### src/rtl/clk_sleep_cfg.svh
// Register indexes, field positions, reset values and counts of the clock and sleep block.
`ifndef CLK_SLEEP_CFG_SVH
`define CLK_SLEEP_CFG_SVH
`define OSC_MAIN_IDX 12'h0E0
`define XCFG_IDX 12'h0E1
`define SYSCFG_IDX 12'h0F0
`define STATUS_IDX 12'h0F1
`define OSC_MAIN_RST 8'h02
`define XCFG_RST 8'h00
`define SYSCFG_RST 8'h00
`define XCFG_LPM_BIT 2
`define XCFG_WR_BIT 1
`define XCFG_PRES_BIT 0
`define SYS_EXT_BIT 2
`define ST_XTAL_BIT 0
`define ST_BGAP_BIT 1
`define ST_BUZZ_BIT 2
`define ST_SLEEP_BIT 3
`define RESP_OKAY 2'b00
`define RESP_SLVERR 2'b10
`define BUZZ_TICKS 16'h0020
`define SLEEP_PERIOD0 16'h0040
`define SLEEP_PERIOD1 16'h0200
`define SLEEP_PERIOD2 16'h1000
`define SLEEP_PERIOD3 16'h8000
`endif

### src/rtl/clk_sleep_pkg.sv
// Types shared by the clock and sleep configuration block.
package clk_sleep_pkg;
  typedef struct packed {
    logic awvalid;
    logic [11:0] awaddr;
    logic wvalid;
    logic [31:0] wdata;
    logic [3:0] wstrb;
    logic bready;
    logic arvalid;
    logic [11:0] araddr;
    logic rready;
  } axi_req_t;
  typedef struct packed {
    logic awready;
    logic wready;
    logic bvalid;
    logic [1:0] bresp;
    logic arready;
    logic rvalid;
    logic [31:0] rdata;
    logic [1:0] rresp;
  } axi_rsp_t;
  typedef struct packed {
    logic crystal_select;
    logic pulse_off;
    logic keep_on;
    logic [1:0] sleep_sel;
    logic [2:0] cpu_div;
  } osc_main_t;
  typedef enum logic [1:0] {RATE_12M = 2'b00, RATE_6M = 2'b01, RATE_24M = 2'b10} sys_rate_t;
  typedef enum logic [1:0] {WR_COLLECT = 2'b01, WR_RESP = 2'b10} wr_state_t;
  typedef enum logic [1:0] {RD_IDLE = 2'b01, RD_DATA = 2'b10} rd_state_t;
endpackage

### src/rtl/cpu_clk_divider.sv
// Divider that turns the system clock into a one-cycle CPU clock tick.
`timescale 1ns/1ps
module cpu_clk_divider #(
  parameter int CNT_W = 8
) (
  input wire logic i_ref_clk,
  input wire logic i_resetn,
  input wire logic [2:0] i_div_sel,
  output logic o_cpu_tick
);
  logic [CNT_W-1:0] cnt_q;
  logic [CNT_W-1:0] cnt_d;
  logic tick_q;
  logic tick_d;

  // Divide ratio minus one for each setting of the divider field.
  function automatic logic [CNT_W-1:0] last_count(input logic [2:0] sel);
    case (sel)
      3'b000: last_count = CNT_W'(8'h07);
      3'b001: last_count = CNT_W'(8'h03);
      3'b010: last_count = CNT_W'(8'h01);
      3'b011: last_count = CNT_W'(8'h00);
      3'b100: last_count = CNT_W'(8'h0F);
      3'b101: last_count = CNT_W'(8'h1F);
      3'b110: last_count = CNT_W'(8'h7F);
      default: last_count = CNT_W'(8'hFF);
    endcase
  endfunction

  // A greater-or-equal wrap keeps a shrinking ratio from running the count past its end.
  always_comb begin
    tick_d = (cnt_q >= last_count(i_div_sel));
    cnt_d = tick_d ? '0 : cnt_q + CNT_W'(1);
  end

  // Count register and tick flop.
  always_ff @(posedge i_ref_clk or negedge i_resetn) begin
    if (!i_resetn) begin
      cnt_q <= '0;
      tick_q <= 1'b0;
    end else begin
      cnt_q <= cnt_d;
      tick_q <= tick_d;
    end
  end

  assign o_cpu_tick = tick_q;

  chk_div_unity: assert property (@(posedge i_ref_clk) disable iff (!i_resetn)
    (o_cpu_tick && i_div_sel == 3'b011) |=> o_cpu_tick)
    else $error("CPU tick missing at divide by one.");

  chk_div_half: assert property (@(posedge i_ref_clk) disable iff (!i_resetn)
    (o_cpu_tick && i_div_sel == 3'b010) ##1 (i_div_sel == 3'b010)
    |-> !o_cpu_tick ##1 (i_div_sel != 3'b010 || o_cpu_tick))
    else $error("CPU tick spacing wrong at divide by two.");
endmodule

### src/rtl/sleep_timer.sv
// Sleep interval timer counting ticks of the selected 32 kHz clock.
`timescale 1ns/1ps
`include "clk_sleep_cfg.svh"
module sleep_timer #(
  parameter int CNT_W = 16,
  parameter logic [CNT_W-1:0] PERIOD0 = `SLEEP_PERIOD0,
  parameter logic [CNT_W-1:0] PERIOD1 = `SLEEP_PERIOD1,
  parameter logic [CNT_W-1:0] PERIOD2 = `SLEEP_PERIOD2,
  parameter logic [CNT_W-1:0] PERIOD3 = `SLEEP_PERIOD3
) (
  input wire logic i_ref_clk,
  input wire logic i_resetn,
  input wire logic [1:0] i_sel,
  input wire logic i_tick,
  output logic o_wake
);
  logic [CNT_W-1:0] cnt_q;
  logic [CNT_W-1:0] cnt_d;
  logic wake_q;
  logic wake_d;
  logic [CNT_W-1:0] last0;

  // Last count of one interval for each setting.
  function automatic logic [CNT_W-1:0] last_of(input logic [1:0] sel);
    case (sel)
      2'b00: last_of = PERIOD0 - CNT_W'(1);
      2'b01: last_of = PERIOD1 - CNT_W'(1);
      2'b10: last_of = PERIOD2 - CNT_W'(1);
      default: last_of = PERIOD3 - CNT_W'(1);
    endcase
  endfunction

  assign last0 = last_of(2'b00);

  // The count only moves on a tick, so a wake is a whole number of 32 kHz periods apart.
  always_comb begin
    wake_d = i_tick && (cnt_q >= last_of(i_sel));
    cnt_d = cnt_q;
    if (wake_d) begin
      cnt_d = '0;
    end else if (i_tick) begin
      cnt_d = cnt_q + CNT_W'(1);
    end
  end

  // Count register and wake flop.
  always_ff @(posedge i_ref_clk or negedge i_resetn) begin
    if (!i_resetn) begin
      cnt_q <= '0;
      wake_q <= 1'b0;
    end else begin
      cnt_q <= cnt_d;
      wake_q <= wake_d;
    end
  end

  assign o_wake = wake_q;

  chk_wake_period: assert property (@(posedge i_ref_clk) disable iff (!i_resetn)
    (i_tick && i_sel == 2'b00 && cnt_q == last0) |=> o_wake ##1 (cnt_q == '0 || !o_wake))
    else $error("Sleep wake missing at end of interval.");

  chk_wake_cause: assert property (@(posedge i_ref_clk) disable iff (!i_resetn)
    o_wake |-> $past(i_tick) && cnt_q == '0)
    else $error("Sleep wake without a tick.");
endmodule

### src/rtl/clock_source_sleep_config.sv
// Clock source, bandgap sleep and CPU divider configuration behind an AXI4-Lite slave.
//
// Register access over AXI4-Lite was left to the implementer.
`timescale 1ns/1ps
`include "clk_sleep_cfg.svh"
module clock_source_sleep_config
  import clk_sleep_pkg::*;
#(
  parameter logic [15:0] BUZZ_TICKS = `BUZZ_TICKS
) (
  input wire logic i_ref_clk,
  input wire logic i_resetn,
  input wire axi_req_t i_axi,
  output axi_rsp_t o_axi,
  input wire logic i_sleep,
  input wire logic i_intosc_tick,
  input wire logic i_xtal_tick,
  output logic o_clk32_tick,
  output logic o_clk32_src,
  output logic o_crystal_low_power,
  output logic o_bandgap_on,
  output logic o_sleep_wake,
  output logic o_cpu_tick,
  output sys_rate_t o_sys_rate,
  output logic o_sys_ext
);
  wr_state_t wr_q, wr_d;
  rd_state_t rd_q, rd_d;
  logic aw_hold_q, aw_hold_d, w_hold_q, w_hold_d;
  logic [11:0] aw_addr_q, aw_addr_d;
  logic [7:0] w_data_q, w_data_d;
  logic w_lane0_q, w_lane0_d;
  logic [1:0] bresp_q, bresp_d, rresp_q, rresp_d;
  logic [31:0] rdata_q, rdata_d;
  logic wr_commit, aw_take, w_take, ar_take;
  osc_main_t osc_q, osc_d;
  logic [7:0] xcfg_q, xcfg_d, sys_q, sys_d;
  logic src_q, src_d, tick32_q, tick32_d, bgap_q, bgap_d, buzz_q, buzz_d;
  logic [15:0] buzz_cnt_q, buzz_cnt_d;
  logic buzz_allowed;

  // Register index of a byte address; the low two bits must be zero for a hit.
  function automatic logic [11:0] idx_of(input logic [11:0] addr);
    idx_of = {2'b00, addr[11:2]};
  endfunction

  // True when an address lands on one of the four register words.
  function automatic logic is_mapped(input logic [11:0] addr);
    logic [11:0] idx;
    idx = idx_of(addr);
    is_mapped = (addr[1:0] == 2'b00) && (idx == `OSC_MAIN_IDX || idx == `XCFG_IDX ||
                idx == `SYSCFG_IDX || idx == `STATUS_IDX);
  endfunction

  // Status word showing the live source, bandgap and sleep state; the buzz bit shows whether the written bits allow buzzing.
  function automatic logic [7:0] status_word(input logic src, input logic bgap,
                                             input logic buzz, input logic sleep);
    status_word = 8'h00;
    status_word[`ST_XTAL_BIT] = src;
    status_word[`ST_BGAP_BIT] = bgap;
    status_word[`ST_BUZZ_BIT] = buzz;
    status_word[`ST_SLEEP_BIT] = sleep;
  endfunction

  // Handshake readies come straight from state so the master sees them early.
  assign aw_take = i_axi.awvalid && o_axi.awready;
  assign w_take = i_axi.wvalid && o_axi.wready;
  assign ar_take = i_axi.arvalid && o_axi.arready;
  assign wr_commit = (wr_q == WR_COLLECT) && aw_hold_q && w_hold_q;
  always_comb begin
    o_axi = '0;
    o_axi.awready = (wr_q == WR_COLLECT) && !aw_hold_q;
    o_axi.wready = (wr_q == WR_COLLECT) && !w_hold_q;
    o_axi.bvalid = (wr_q == WR_RESP);
    o_axi.bresp = bresp_q;
    o_axi.arready = (rd_q == RD_IDLE);
    o_axi.rvalid = (rd_q == RD_DATA);
    o_axi.rdata = rdata_q;
    o_axi.rresp = rresp_q;
  end

  // Write channel: address and data are held in either order, committed together.
  always_comb begin
    wr_d = wr_q;
    aw_hold_d = aw_hold_q;
    w_hold_d = w_hold_q;
    aw_addr_d = aw_addr_q;
    w_data_d = w_data_q;
    w_lane0_d = w_lane0_q;
    bresp_d = bresp_q;
    case (wr_q)
      WR_COLLECT: begin
        if (aw_take) begin
          aw_hold_d = 1'b1;
          aw_addr_d = i_axi.awaddr;
        end
        if (w_take) begin
          w_hold_d = 1'b1;
          w_data_d = i_axi.wdata[7:0];
          w_lane0_d = i_axi.wstrb[0];
        end
        if (wr_commit) begin
          bresp_d = is_mapped(aw_addr_q) ? `RESP_OKAY : `RESP_SLVERR;
          wr_d = WR_RESP;
        end
      end
      WR_RESP: begin
        if (i_axi.bready) begin
          aw_hold_d = 1'b0;
          w_hold_d = 1'b0;
          wr_d = WR_COLLECT;
        end
      end
      default: wr_d = WR_COLLECT;
    endcase
  end

  // Read channel: data is sampled at the address handshake, answered the next cycle.
  always_comb begin
    rd_d = rd_q;
    rdata_d = rdata_q;
    rresp_d = rresp_q;
    case (rd_q)
      RD_IDLE: begin
        if (ar_take) begin
          rd_d = RD_DATA;
          rdata_d = 32'h0000_0000;
          rresp_d = is_mapped(i_axi.araddr) ? `RESP_OKAY : `RESP_SLVERR;
          case (idx_of(i_axi.araddr))
            `OSC_MAIN_IDX: rdata_d[7:0] = osc_q;
            `XCFG_IDX: rdata_d[7:0] = xcfg_q;
            `SYSCFG_IDX: rdata_d[7:0] = sys_q;
            `STATUS_IDX: rdata_d[7:0] = status_word(src_q, bgap_q, buzz_allowed, i_sleep);
            default: rdata_d = 32'h0000_0000;
          endcase
          if (i_axi.araddr[1:0] != 2'b00) begin
            rdata_d = 32'h0000_0000;
          end
        end
      end
      RD_DATA: begin
        if (i_axi.rready) begin
          rd_d = RD_IDLE;
        end
      end
      default: rd_d = RD_IDLE;
    endcase
  end

  // Register file. Only byte lane 0 carries data; the crystal word locks after one write.
  always_comb begin
    osc_d = osc_q;
    xcfg_d = xcfg_q;
    sys_d = sys_q;
    if (wr_commit && w_lane0_q && aw_addr_q[1:0] == 2'b00) begin
      case (idx_of(aw_addr_q))
        `OSC_MAIN_IDX: osc_d = osc_main_t'(w_data_q);
        `XCFG_IDX: begin
          if (!xcfg_q[`XCFG_WR_BIT]) begin
            xcfg_d = 8'h00;
            xcfg_d[`XCFG_LPM_BIT] = w_data_q[`XCFG_LPM_BIT];
            xcfg_d[`XCFG_PRES_BIT] = w_data_q[`XCFG_PRES_BIT];
            xcfg_d[`XCFG_WR_BIT] = 1'b1;
          end
        end
        `SYSCFG_IDX: begin
          sys_d = w_data_q & 8'h07;
          if (w_data_q[1:0] == 2'b11) begin
            sys_d[1:0] = RATE_12M;
          end
        end
        default: sys_d = sys_q;
      endcase
    end
  end

  // Source selection and bandgap control. The crystal needs both the select and the
  // present flag, so a board without one can never lose its 32 kHz clock.
  assign buzz_allowed = !osc_q.keep_on && !osc_q.pulse_off;
  always_comb begin
    src_d = osc_q.crystal_select && xcfg_q[`XCFG_PRES_BIT];
    tick32_d = src_q ? i_xtal_tick : i_intosc_tick;
    bgap_d = !i_sleep || osc_q.keep_on || (!osc_q.pulse_off && buzz_q);
    buzz_cnt_d = '0;
    buzz_d = 1'b0;
    if (i_sleep && buzz_allowed) begin
      buzz_cnt_d = buzz_cnt_q;
      if (tick32_q) begin
        buzz_d = (buzz_cnt_q >= BUZZ_TICKS - 16'h0001);
        buzz_cnt_d = buzz_d ? 16'h0000 : buzz_cnt_q + 16'h0001;
      end
    end
  end

  // All state of the block except that inside the divider and sleep timer instances registers here.
  always_ff @(posedge i_ref_clk or negedge i_resetn) begin
    if (!i_resetn) begin
      wr_q <= WR_COLLECT;
      rd_q <= RD_IDLE;
      aw_hold_q <= 1'b0;
      w_hold_q <= 1'b0;
      aw_addr_q <= 12'h000;
      w_data_q <= 8'h00;
      w_lane0_q <= 1'b0;
      bresp_q <= `RESP_OKAY;
      rresp_q <= `RESP_OKAY;
      rdata_q <= 32'h0000_0000;
      osc_q <= osc_main_t'(`OSC_MAIN_RST);
      xcfg_q <= `XCFG_RST;
      sys_q <= `SYSCFG_RST;
      src_q <= 1'b0;
      tick32_q <= 1'b0;
      bgap_q <= 1'b1;
      buzz_q <= 1'b0;
      buzz_cnt_q <= 16'h0000;
    end else begin
      wr_q <= wr_d;
      rd_q <= rd_d;
      aw_hold_q <= aw_hold_d;
      w_hold_q <= w_hold_d;
      aw_addr_q <= aw_addr_d;
      w_data_q <= w_data_d;
      w_lane0_q <= w_lane0_d;
      bresp_q <= bresp_d;
      rresp_q <= rresp_d;
      rdata_q <= rdata_d;
      osc_q <= osc_d;
      xcfg_q <= xcfg_d;
      sys_q <= sys_d;
      src_q <= src_d;
      tick32_q <= tick32_d;
      bgap_q <= bgap_d;
      buzz_q <= buzz_d;
      buzz_cnt_q <= buzz_cnt_d;
    end
  end

  // CPU clock divider fed from the live divider field.
  cpu_clk_divider #(
    .CNT_W(8)
  ) u_div (
    .i_ref_clk(i_ref_clk),
    .i_resetn(i_resetn),
    .i_div_sel(osc_q.cpu_div),
    .o_cpu_tick(o_cpu_tick)
  );

  // Sleep interval timer running on the selected 32 kHz tick.
  sleep_timer #(
    .CNT_W(16)
  ) u_sleep (
    .i_ref_clk(i_ref_clk),
    .i_resetn(i_resetn),
    .i_sel(osc_q.sleep_sel),
    .i_tick(tick32_q),
    .o_wake(o_sleep_wake)
  );

  assign o_clk32_tick = tick32_q;
  assign o_clk32_src = src_q;
  assign o_crystal_low_power = xcfg_q[`XCFG_LPM_BIT];
  assign o_bandgap_on = bgap_q;
  assign o_sys_rate = sys_rate_t'(sys_q[1:0]);
  assign o_sys_ext = sys_q[`SYS_EXT_BIT];

  chk_xtal_blocked: assert property (@(posedge i_ref_clk) disable iff (!i_resetn)
    !xcfg_q[`XCFG_PRES_BIT] |=> !o_clk32_src)
    else $error("Crystal selected while not present.");

  chk_xtal_follows: assert property (@(posedge i_ref_clk) disable iff (!i_resetn)
    (xcfg_q[`XCFG_PRES_BIT] && osc_q.crystal_select) |=> o_clk32_src ##1
    (o_clk32_tick == $past(i_xtal_tick)))
    else $error("Crystal source not taken when present and selected.");

  chk_intosc_tick: assert property (@(posedge i_ref_clk) disable iff (!i_resetn)
    !o_clk32_src |=> (o_clk32_tick == $past(i_intosc_tick)))
    else $error("Internal oscillator tick not passed through.");

  chk_keep_on: assert property (@(posedge i_ref_clk) disable iff (!i_resetn)
    (osc_q.keep_on && osc_q.pulse_off) |=> o_bandgap_on)
    else $error("Bandgap off while keep-on is set.");

  chk_pulse_off: assert property (@(posedge i_ref_clk) disable iff (!i_resetn)
    (i_sleep && osc_q.pulse_off && !osc_q.keep_on) |=> !o_bandgap_on)
    else $error("Bandgap powered in sleep with pulses off.");

  chk_buzz_wake: assert property (@(posedge i_ref_clk) disable iff (!i_resetn)
    (i_sleep && buzz_allowed && buzz_q) |=> o_bandgap_on)
    else $error("Bandgap buzz pulse lost.");

  chk_lock_hold: assert property (@(posedge i_ref_clk) disable iff (!i_resetn)
    xcfg_q[`XCFG_WR_BIT] |=> $stable(xcfg_q) && xcfg_q[`XCFG_WR_BIT])
    else $error("Crystal configuration changed after lock.");

  chk_flag_set: assert property (@(posedge i_ref_clk) disable iff (!i_resetn)
    (wr_commit && w_lane0_q && aw_addr_q[1:0] == 2'b00 && idx_of(aw_addr_q) == `XCFG_IDX)
    |=> xcfg_q[`XCFG_WR_BIT])
    else $error("Written flag not set by crystal write.");

  chk_div_reset: assert property (@(posedge i_ref_clk) disable iff (!i_resetn)
    !$past(i_resetn) |-> (osc_q.cpu_div == 3'b010 && o_sys_rate == RATE_12M))
    else $error("Divider or system rate wrong after reset.");

  chk_bresp_hold: assert property (@(posedge i_ref_clk) disable iff (!i_resetn)
    (o_axi.bvalid && !i_axi.bready) |=> o_axi.bvalid && $stable(o_axi.bresp))
    else $error("Write response dropped before ready.");
endmodule

### config.mk
export PLATFORM = sky130hd
export DESIGN_NAME = clock_source_sleep_config
export DESIGN_NICKNAME = d
export VERILOG_FILES = /design/src/rtl/clk_sleep_pkg.sv /design/src/rtl/cpu_clk_divider.sv /design/src/rtl/sleep_timer.sv /design/src/rtl/clock_source_sleep_config.sv
export VERILOG_INCLUDE_DIRS = /design/src /design/src/rtl
export SDC_FILE = /design/constraint.sdc
export NUM_CORES = 1
export LEC_CHECK = 0
export BUFFER_PORTS_ARGS = -buffer_cell sky130_fd_sc_hd__buf_2
export CAP_MARGIN = 20
export CORE_MARGIN = 10
export CORE_UTILIZATION = 50
export CTS_BUF_LIST = sky130_fd_sc_hd__clkbuf_8
export DETAILED_ROUTE_END_ITERATION = 8
export PLACE_DENSITY = 0.84
export SKIP_CTS_REPAIR_TIMING = 1
export SLEW_MARGIN = 30
export SYNTH_ARGS = -nofsm -noshare
export SYNTH_HDL_FRONTEND = slang
export SYNTH_SLANG_ARGS = --single-unit
### constraint.sdc
create_clock -name i_ref_clk -period 3.16 [get_ports i_ref_clk]
set_input_delay 0.316 -clock i_ref_clk [delete_from_list [all_inputs] [get_ports i_ref_clk]]
set_output_delay 0.316 -clock i_ref_clk [all_outputs]
set_load 0.01 [all_outputs]
==> results of run 1 <==
==> cells in the final DEF (no fill, tap or decap), types with 12 or more instances in the layout <==
cell type,n
buf_2,65
ha_1,20
nand3_1,16
dfrtp_1,93
nand2_1,23
conb_1,26
mux2_2,33
xor2_1,12
o21ai_0,16
nor2_1,43
nand4_1,13
inv_1,23
==> stage by stage <==
stage | hold slack, ns | cells
after floorplan | 0.02041 | 464
after global placement | 0.3960 | 628
after detailed placement | 0.4126 | 628
after CTS | -0.003735 | 644
after global routing | 0.03215 | 644
final | -0.008332 | 644
==> final timing paths <==
path	depth (start not counted)	slack, ns	to	startpoint
min in group i_ref_clk	2	0.15	o_bandgap_on	i_sleep
setup / recovery	5	0.71	osc_q[3]	aw_addr_q[1]
setup reg to reg	5	0.71	osc_q[3]	aw_addr_q[1]
hold / removal	1	-0.008	aw_addr_q[7]	i_resetn
hold reg to reg	2	0.49	rdata_q[2]	rdata_q[2]
max in group asynchronous	2	2.35	rd_q[0]	i_resetn
==> layer usage <==
layer	track usage (%)	up-vias	part of all wire [%]
met5	0	-	0
li1	-	1623	-
met1	17.69	1686	43
met2	23.96	98	48
met4	4.328	0	1.1
met3	5.803	10	8.2
==> power by group <==
part	internal, uW	switching [uW]	total (uW)
combinational	364	385	750
sequential	1490	207	1700
clock	291	453	745
total	2150	1050	3190
==> synthesized netlist by cell type, types with 4 or more instances <==
cell type  instances  area share, %
dfrtp_1           93             48
mux2_2            33            7.7
clkbuf_1           8           0.62
nand2_1           23            1.8
a22o_1             4           0.73
nor3_1             7           0.73
xor2_1            12            2.2
nand4_1           13            1.7
nand2b_1           7           0.91
nor2_1            43            3.4
o21a_1             5           0.78
xnor2_1            7            1.3
inv_1             22            1.7
a21oi_1            9           0.94
o21ai_0           16            1.7
nand3b_1           4           0.62
and2_1             6           0.78
and3_1            11            1.4
buf_4             27            4.2
nand3_1           16            1.7
ha_1              20            5.2
a21o_1             6           0.94
a31oi_1            5           0.65
dfstp_2            4            2.2
==> area by class of cell <==
| class | count | area share (%) |
|---|---|---|
| flip-flops and latches | 97 | 45.29 |
| multi-input cells | 309 | 39.98 |
| repair buffers | 71 | 6.897 |
| well taps | 129 | 3.006 |
| clock buffers | 9 | 2.307 |
| inverters | 22 | 1.538 |
| clock inverters | 7 | 0.9786 |
==> kinds of logic (layout without fill, tap and decap cells) <==
| group | after synthesis | count (layout) | synth area share [%] |
|---|---|---|---|
| AO/OA/AOI/OAI | 55 | 55 | 7.567 |
| XOR/XNOR | 19 | 19 | 3.458 |
| adder cells (fa/ha/maj) | 20 | 20 | 5.200 |
| buffers and inverters | 58 | 109 | 6.786 |
| flip-flops | 97 | 97 | 50.55 |
| multiplexers | 37 | 37 | 9.334 |
| other | 1 | 26 | 0.07793 |
| AND/OR/NAND/NOR | 152 | 152 | 17.03 |
==> flip-flops by register name, summed over array words and instances, names as in the netlist, 2 cells and up <==
signal         flops
aw_addr_q         12
buzz_cnt_q        16
osc_q              8
rd_q               2
rdata_q            8
sys_q              3
u_div.cnt_q        8
u_sleep.cnt_q     16
w_data_q           8
wr_q               2
xcfg_q             3
==> key figures, run 1 <==
Critical path
  – CP max stage delay: 0.52 ns
  – Top delay family on crit path: simple AND/OR/NAND/NOR gates
  – Worst setup EP type: flop
  – Critical-path cell list: or4_1 -> or4_4 -> nor4_4 -> and2b_1 -> mux2_2
  – Critical path's slowest cell: or4_1
  – CP max FO: 8
  – Critical Path RT: 3.42 ns
  – Worst EP arrival: 2.70 ns
  – Kind of critical path: reg -> reg
  – Worst Path Buf+Inv: 0
  – CP startpoint kind: flop

Outcome
  – Run status: finished with violations
  – Failing checks: negative hold slack

STA
  – Worst Skew: 0.009226 ns
  – Final setup viols: 0
  – Fin Hold WS: -0.008332 ns
  – Max Slew Vio Count: 0
  – Least-Margin Pin Slew: 0.8003 ns
  – Setup TNS Final: 0 ns
  – Unrepaired setup endpoints after global routing: false
  – Setup slack after layout: 0.7126 ns
  – Final hold violations: 16
  – Slew HR: 46.61%
  – Tcrit/Tclk final: 77.45%
  – Max frequency: 408.6 MHz
  – Minimum clock period: 2.447 ns

Clock tree
  – TritonCTS Buffers: 9
  – H-tree depth: 3
  – CTS max path bufs: 2
  – Worst-path clk slew: 0.09 ns
  – Sink Count: 97
  – Worst-Skew Late Latency: 0.37 ns
  – TritonCTS clock tree: yes
  – CTS root buffer: clkbuf_8

GRT
  – Overflow after GRT: 0
  – First-pass GRT wire length: 17500 um
  – Largest net degree at the start of global routing: 58
  – Initial antenna violation count: 0
  – Global Route Usage Sum: 14.75%
  – Vias in the first global route: 3580

Drt
  – Via density: 5.306
  – Routed wire per std cell: 15.50 um
  – First-pass iteration count of the detailed router: 5
  – Overall routed net length: 9980 um
  – Remaining DRCs: 0
  – Via count: 3417
  – DRT iter0 DRCs: 134
  – ANT nets after route: 0

Worst hold path
  – Worst hold path class: in -> async

Place
  – DP Worst Slack: 0.7268 ns
  – PortBufs: 66
  – Placed cell area: 5194 um^2
  – Gpl congestion: 0.8664
  – Placed wire-length estimate: 7719 um

Job
  – Max cap viols: 0

Layout
  – Number of fill cells: 780
  – Number of diodes: 0
  – Area growth syn-to-layout: 11.60%
  – Multi-input logic area: 2147 um^2
  – Seq. cell area: 2432 um^2
  – Post-layout util: 57.57%
  – Fin area: 5370 um^2
  – Fin nets: 600
  – Layout cells sized above 1: 25.83%

Die
  – # IOs: 120
  – CORE AREA: 9328 um^2
  – Die X: 118.1 um
  – Die height: 118.1 um
  – Die area: 13950 um^2
  – Starting Density: 51.59%
  – FP Rows: 35

Yosys
  – Synthesized area: 4812 um^2
  – Mean Syn Cell Area: 10.96 um^2
  – Netlist cell types: 51
  – Main synth FF type: dfrtp_1
  – Sequential area share after synthesis: 50.55%
  – Cells after synthesis: 439
  – Synth warn: 0
  – Fraction of registers with async set/reset: 100.0%
  – Post-synth EDFFs: 0
  – Number of synthesized register bits: 97

Power
  – Pwr Density: 594.8 nW/um^2
  – Worst vdd ir: 0.3487 mV
  – Lkg Pwr: 0.002668 uW
  – Pwr Total: 3194 uW
Note: power is estimated with default switching activity, not from simulation.
==> run 2: changes to the inputs <==
clock period = 2.4 ns   (was 3.16 ns; I/O delays follow)
==> run 2 against run 1 <==
The flow now finishes without violations; sequential power grew 32%; clock power grew 36%; design area grew 1.6%; sequential share of layout area shrank 0.72 points; fmax grew 5.3%; global-route usage shrank 0.44 points; clock skew grew 0.00060 ns; critical endpoint is now sys_q[2].
==> key figures, run 2 (same netlist as run 1, synthesis figures left out) <==
Place
  – Gpl congestion: 0.8406
  – PortBufs: 66
  – Inst Count DP: 633
  – Placed wire-length estimate: 7717 um

Power
  – Lkg Pwr: 0.002712 uW
  – Worst vdd ir: 0.5217 mV
  – Pwr Density: 783.6 nW/um^2

Die
  – Die area: 13950 um^2
  – Die height: 118.1 um
  – CORE AREA: 9328 um^2
  – Die X: 118.1 um
  – Starting Density: 51.59%
  – # IOs: 120
  – FP Rows: 35

GRT
  – Met1 GRT Util: 16.69%
  – GR peak layer: met2
  – Initial antenna violation count: 1
  – First-pass GRT wire length: 17030 um
  – Vias in the first global route: 3647
  – Overflow after GRT: 0
  – Met3 usage: 5.612%
  – Grt met2 use: 23.54%
  – Global Route Usage Sum: 14.32%
  – Largest net degree at the start of global routing: 57

STA
  – Final setup viols: 0
  – Worst Skew: 0.009825 ns
  – Tcrit/Tclk final: 96.84%
  – Setup TNS Final: 0 ns
  – Max Slew Vio Count: 0
  – Max frequency: 430.2 MHz
  – Fin Hold WS: 0.05868 ns
  – Minimum clock period: 2.324 ns
  – Final hold violations: 0
  – Slew HR: 64.66%
  – Least-Margin Pin Slew: 0.5301 ns

Critical path
  – Worst Setup SP: aw_addr_q[1]
  – Worst EP arrival: 2.59 ns
  – CP Capture Point: sys_q[2]
  – Kind of critical path: reg -> reg
  – CP max FO: 5
  – CP startpoint kind: flop
  – Worst setup EP type: flop
  – Flop-to-flop setup slack: 0.08 ns
  – Critical Path RT: 2.66 ns
  – Reg-to-Reg Start: aw_addr_q[1]
  – R2r worst-path depth: 5
  – R2r endpoint: sys_q[2]

Drt
  – DRT iter0 DRCs: 120
  – First-pass iteration count of the detailed router: 4
  – ANT nets after route: 0
  – Routed wire per std cell: 15.36 um
  – Via count: 3428
  – Via density: 5.266
  – Remaining DRCs: 0
  – Overall routed net length: 10000 um

Clock tree
  – CTS max path bufs: 2
  – H-tree depth: 3
  – TritonCTS Buffers: 9
  – CTS root buffer: clkbuf_8
  – TritonCTS clock tree: yes
  – Worst-Skew Late Latency: 0.37 ns
  – Worst-path clk slew: 0.10 ns
  – Sink Count: 97

Layout
  – Most common cell after layout, fill and taps aside: dfrtp_1
  – Fin nets: 606
  – Commonest cells after routing, fill and taps aside: dfrtp_1 (93), buf_2 (65), nor2_1 (43)
  – Largest regs: buzz_cnt_q x16, u_sleep.cnt_q x16, aw_addr_q x12
  – Area growth syn-to-layout: 13.39%
  – Layout cells sized above 1: 27.06%
  – Final std cells w/o fill: 651

Outcome
  – Run status: finished, final reports clean

Job
  – Max cap viols: 0

Worst hold path
  – Worst hold path class: in -> reg
[run 2: changes by cell type in the layout (fill, tap and decap cells not counted), sizes merged]
| cell | before | now |
|---|---|---|
| buf | 71 | 76 |
| clkinv | 0 | 3 |
| clkinvlp | 3 | 0 |
| diode | 0 | 1 |
| dlygate4sd3 | 0 | 1 |
[run 2: worst min path at each step]
stage | start | endpoint | slack, ns | depth (start not counted)
2_1_floorplan | i_resetn | aw_addr_q[0] | -0.06 | 0
3_3_place_gp | i_resetn | aw_addr_q[7] | 0.25 | 1
3_5_place_dp | i_resetn | aw_addr_q[8] | 0.26 | 1
4_1_cts | i_resetn | aw_addr_q[8] | -0.15 | 1
5_1_grt | i_sleep | o_bandgap_on | 0.08 | 2
6_report | i_sleep | o_bandgap_on | 0.06 | 2
[run 2: power breakdown]
part	internal [uW]	leakage [uW]	switching (uW)
registers	1960	0.00126	271
logic	509	0.00136	522
clock network	397	0.0000965	611
total	2870	0.00271	1400
[run 2: critical path, stage by stage, from the launching register on]
cell     delay (ns)
dfrtp_1        0.39
or4_1          0.52
or4_4          0.46
buf_4          0.17
nor4_4         0.32
mux2_2         0.37
[run 2: cell type report]
type | count | area, um^2
Tap cell | 129 | 161.4
Fill cell | 798 | 3871
Clock buffer | 9 | 123.9
Clock inverter | 7 | 60.06
Antenna cell | 1 | 2.502
Timing Repair Buffer | 77 | 430.4
Multi-Input combinational cell | 309 | 2163
Inverter | 22 | 82.58
Sequential cell | 97 | 2432
[run 2: metrics by stage]
stage	power (uW)	worst slack (ns)	utilization (%)	cell area [um^2]
after global placement	3187	-0.02715	56.22	5244
after floorplan	2948	0.2019	-	4906
after global routing	4542	-0.0007878	58.47	5454
after CTS	4260	-0.1493	58.19	5428
final	4275	0.07574	58.50	5456
after detailed placement	3264	-0.1420	56.22	5244
[run 2: routing by layer]
layer,vias to the layer above,routed length (um)
met5,-,0
met4,0,177
met3,21,833
met2,111,4721
met1,1652,4268
li1,1644,-
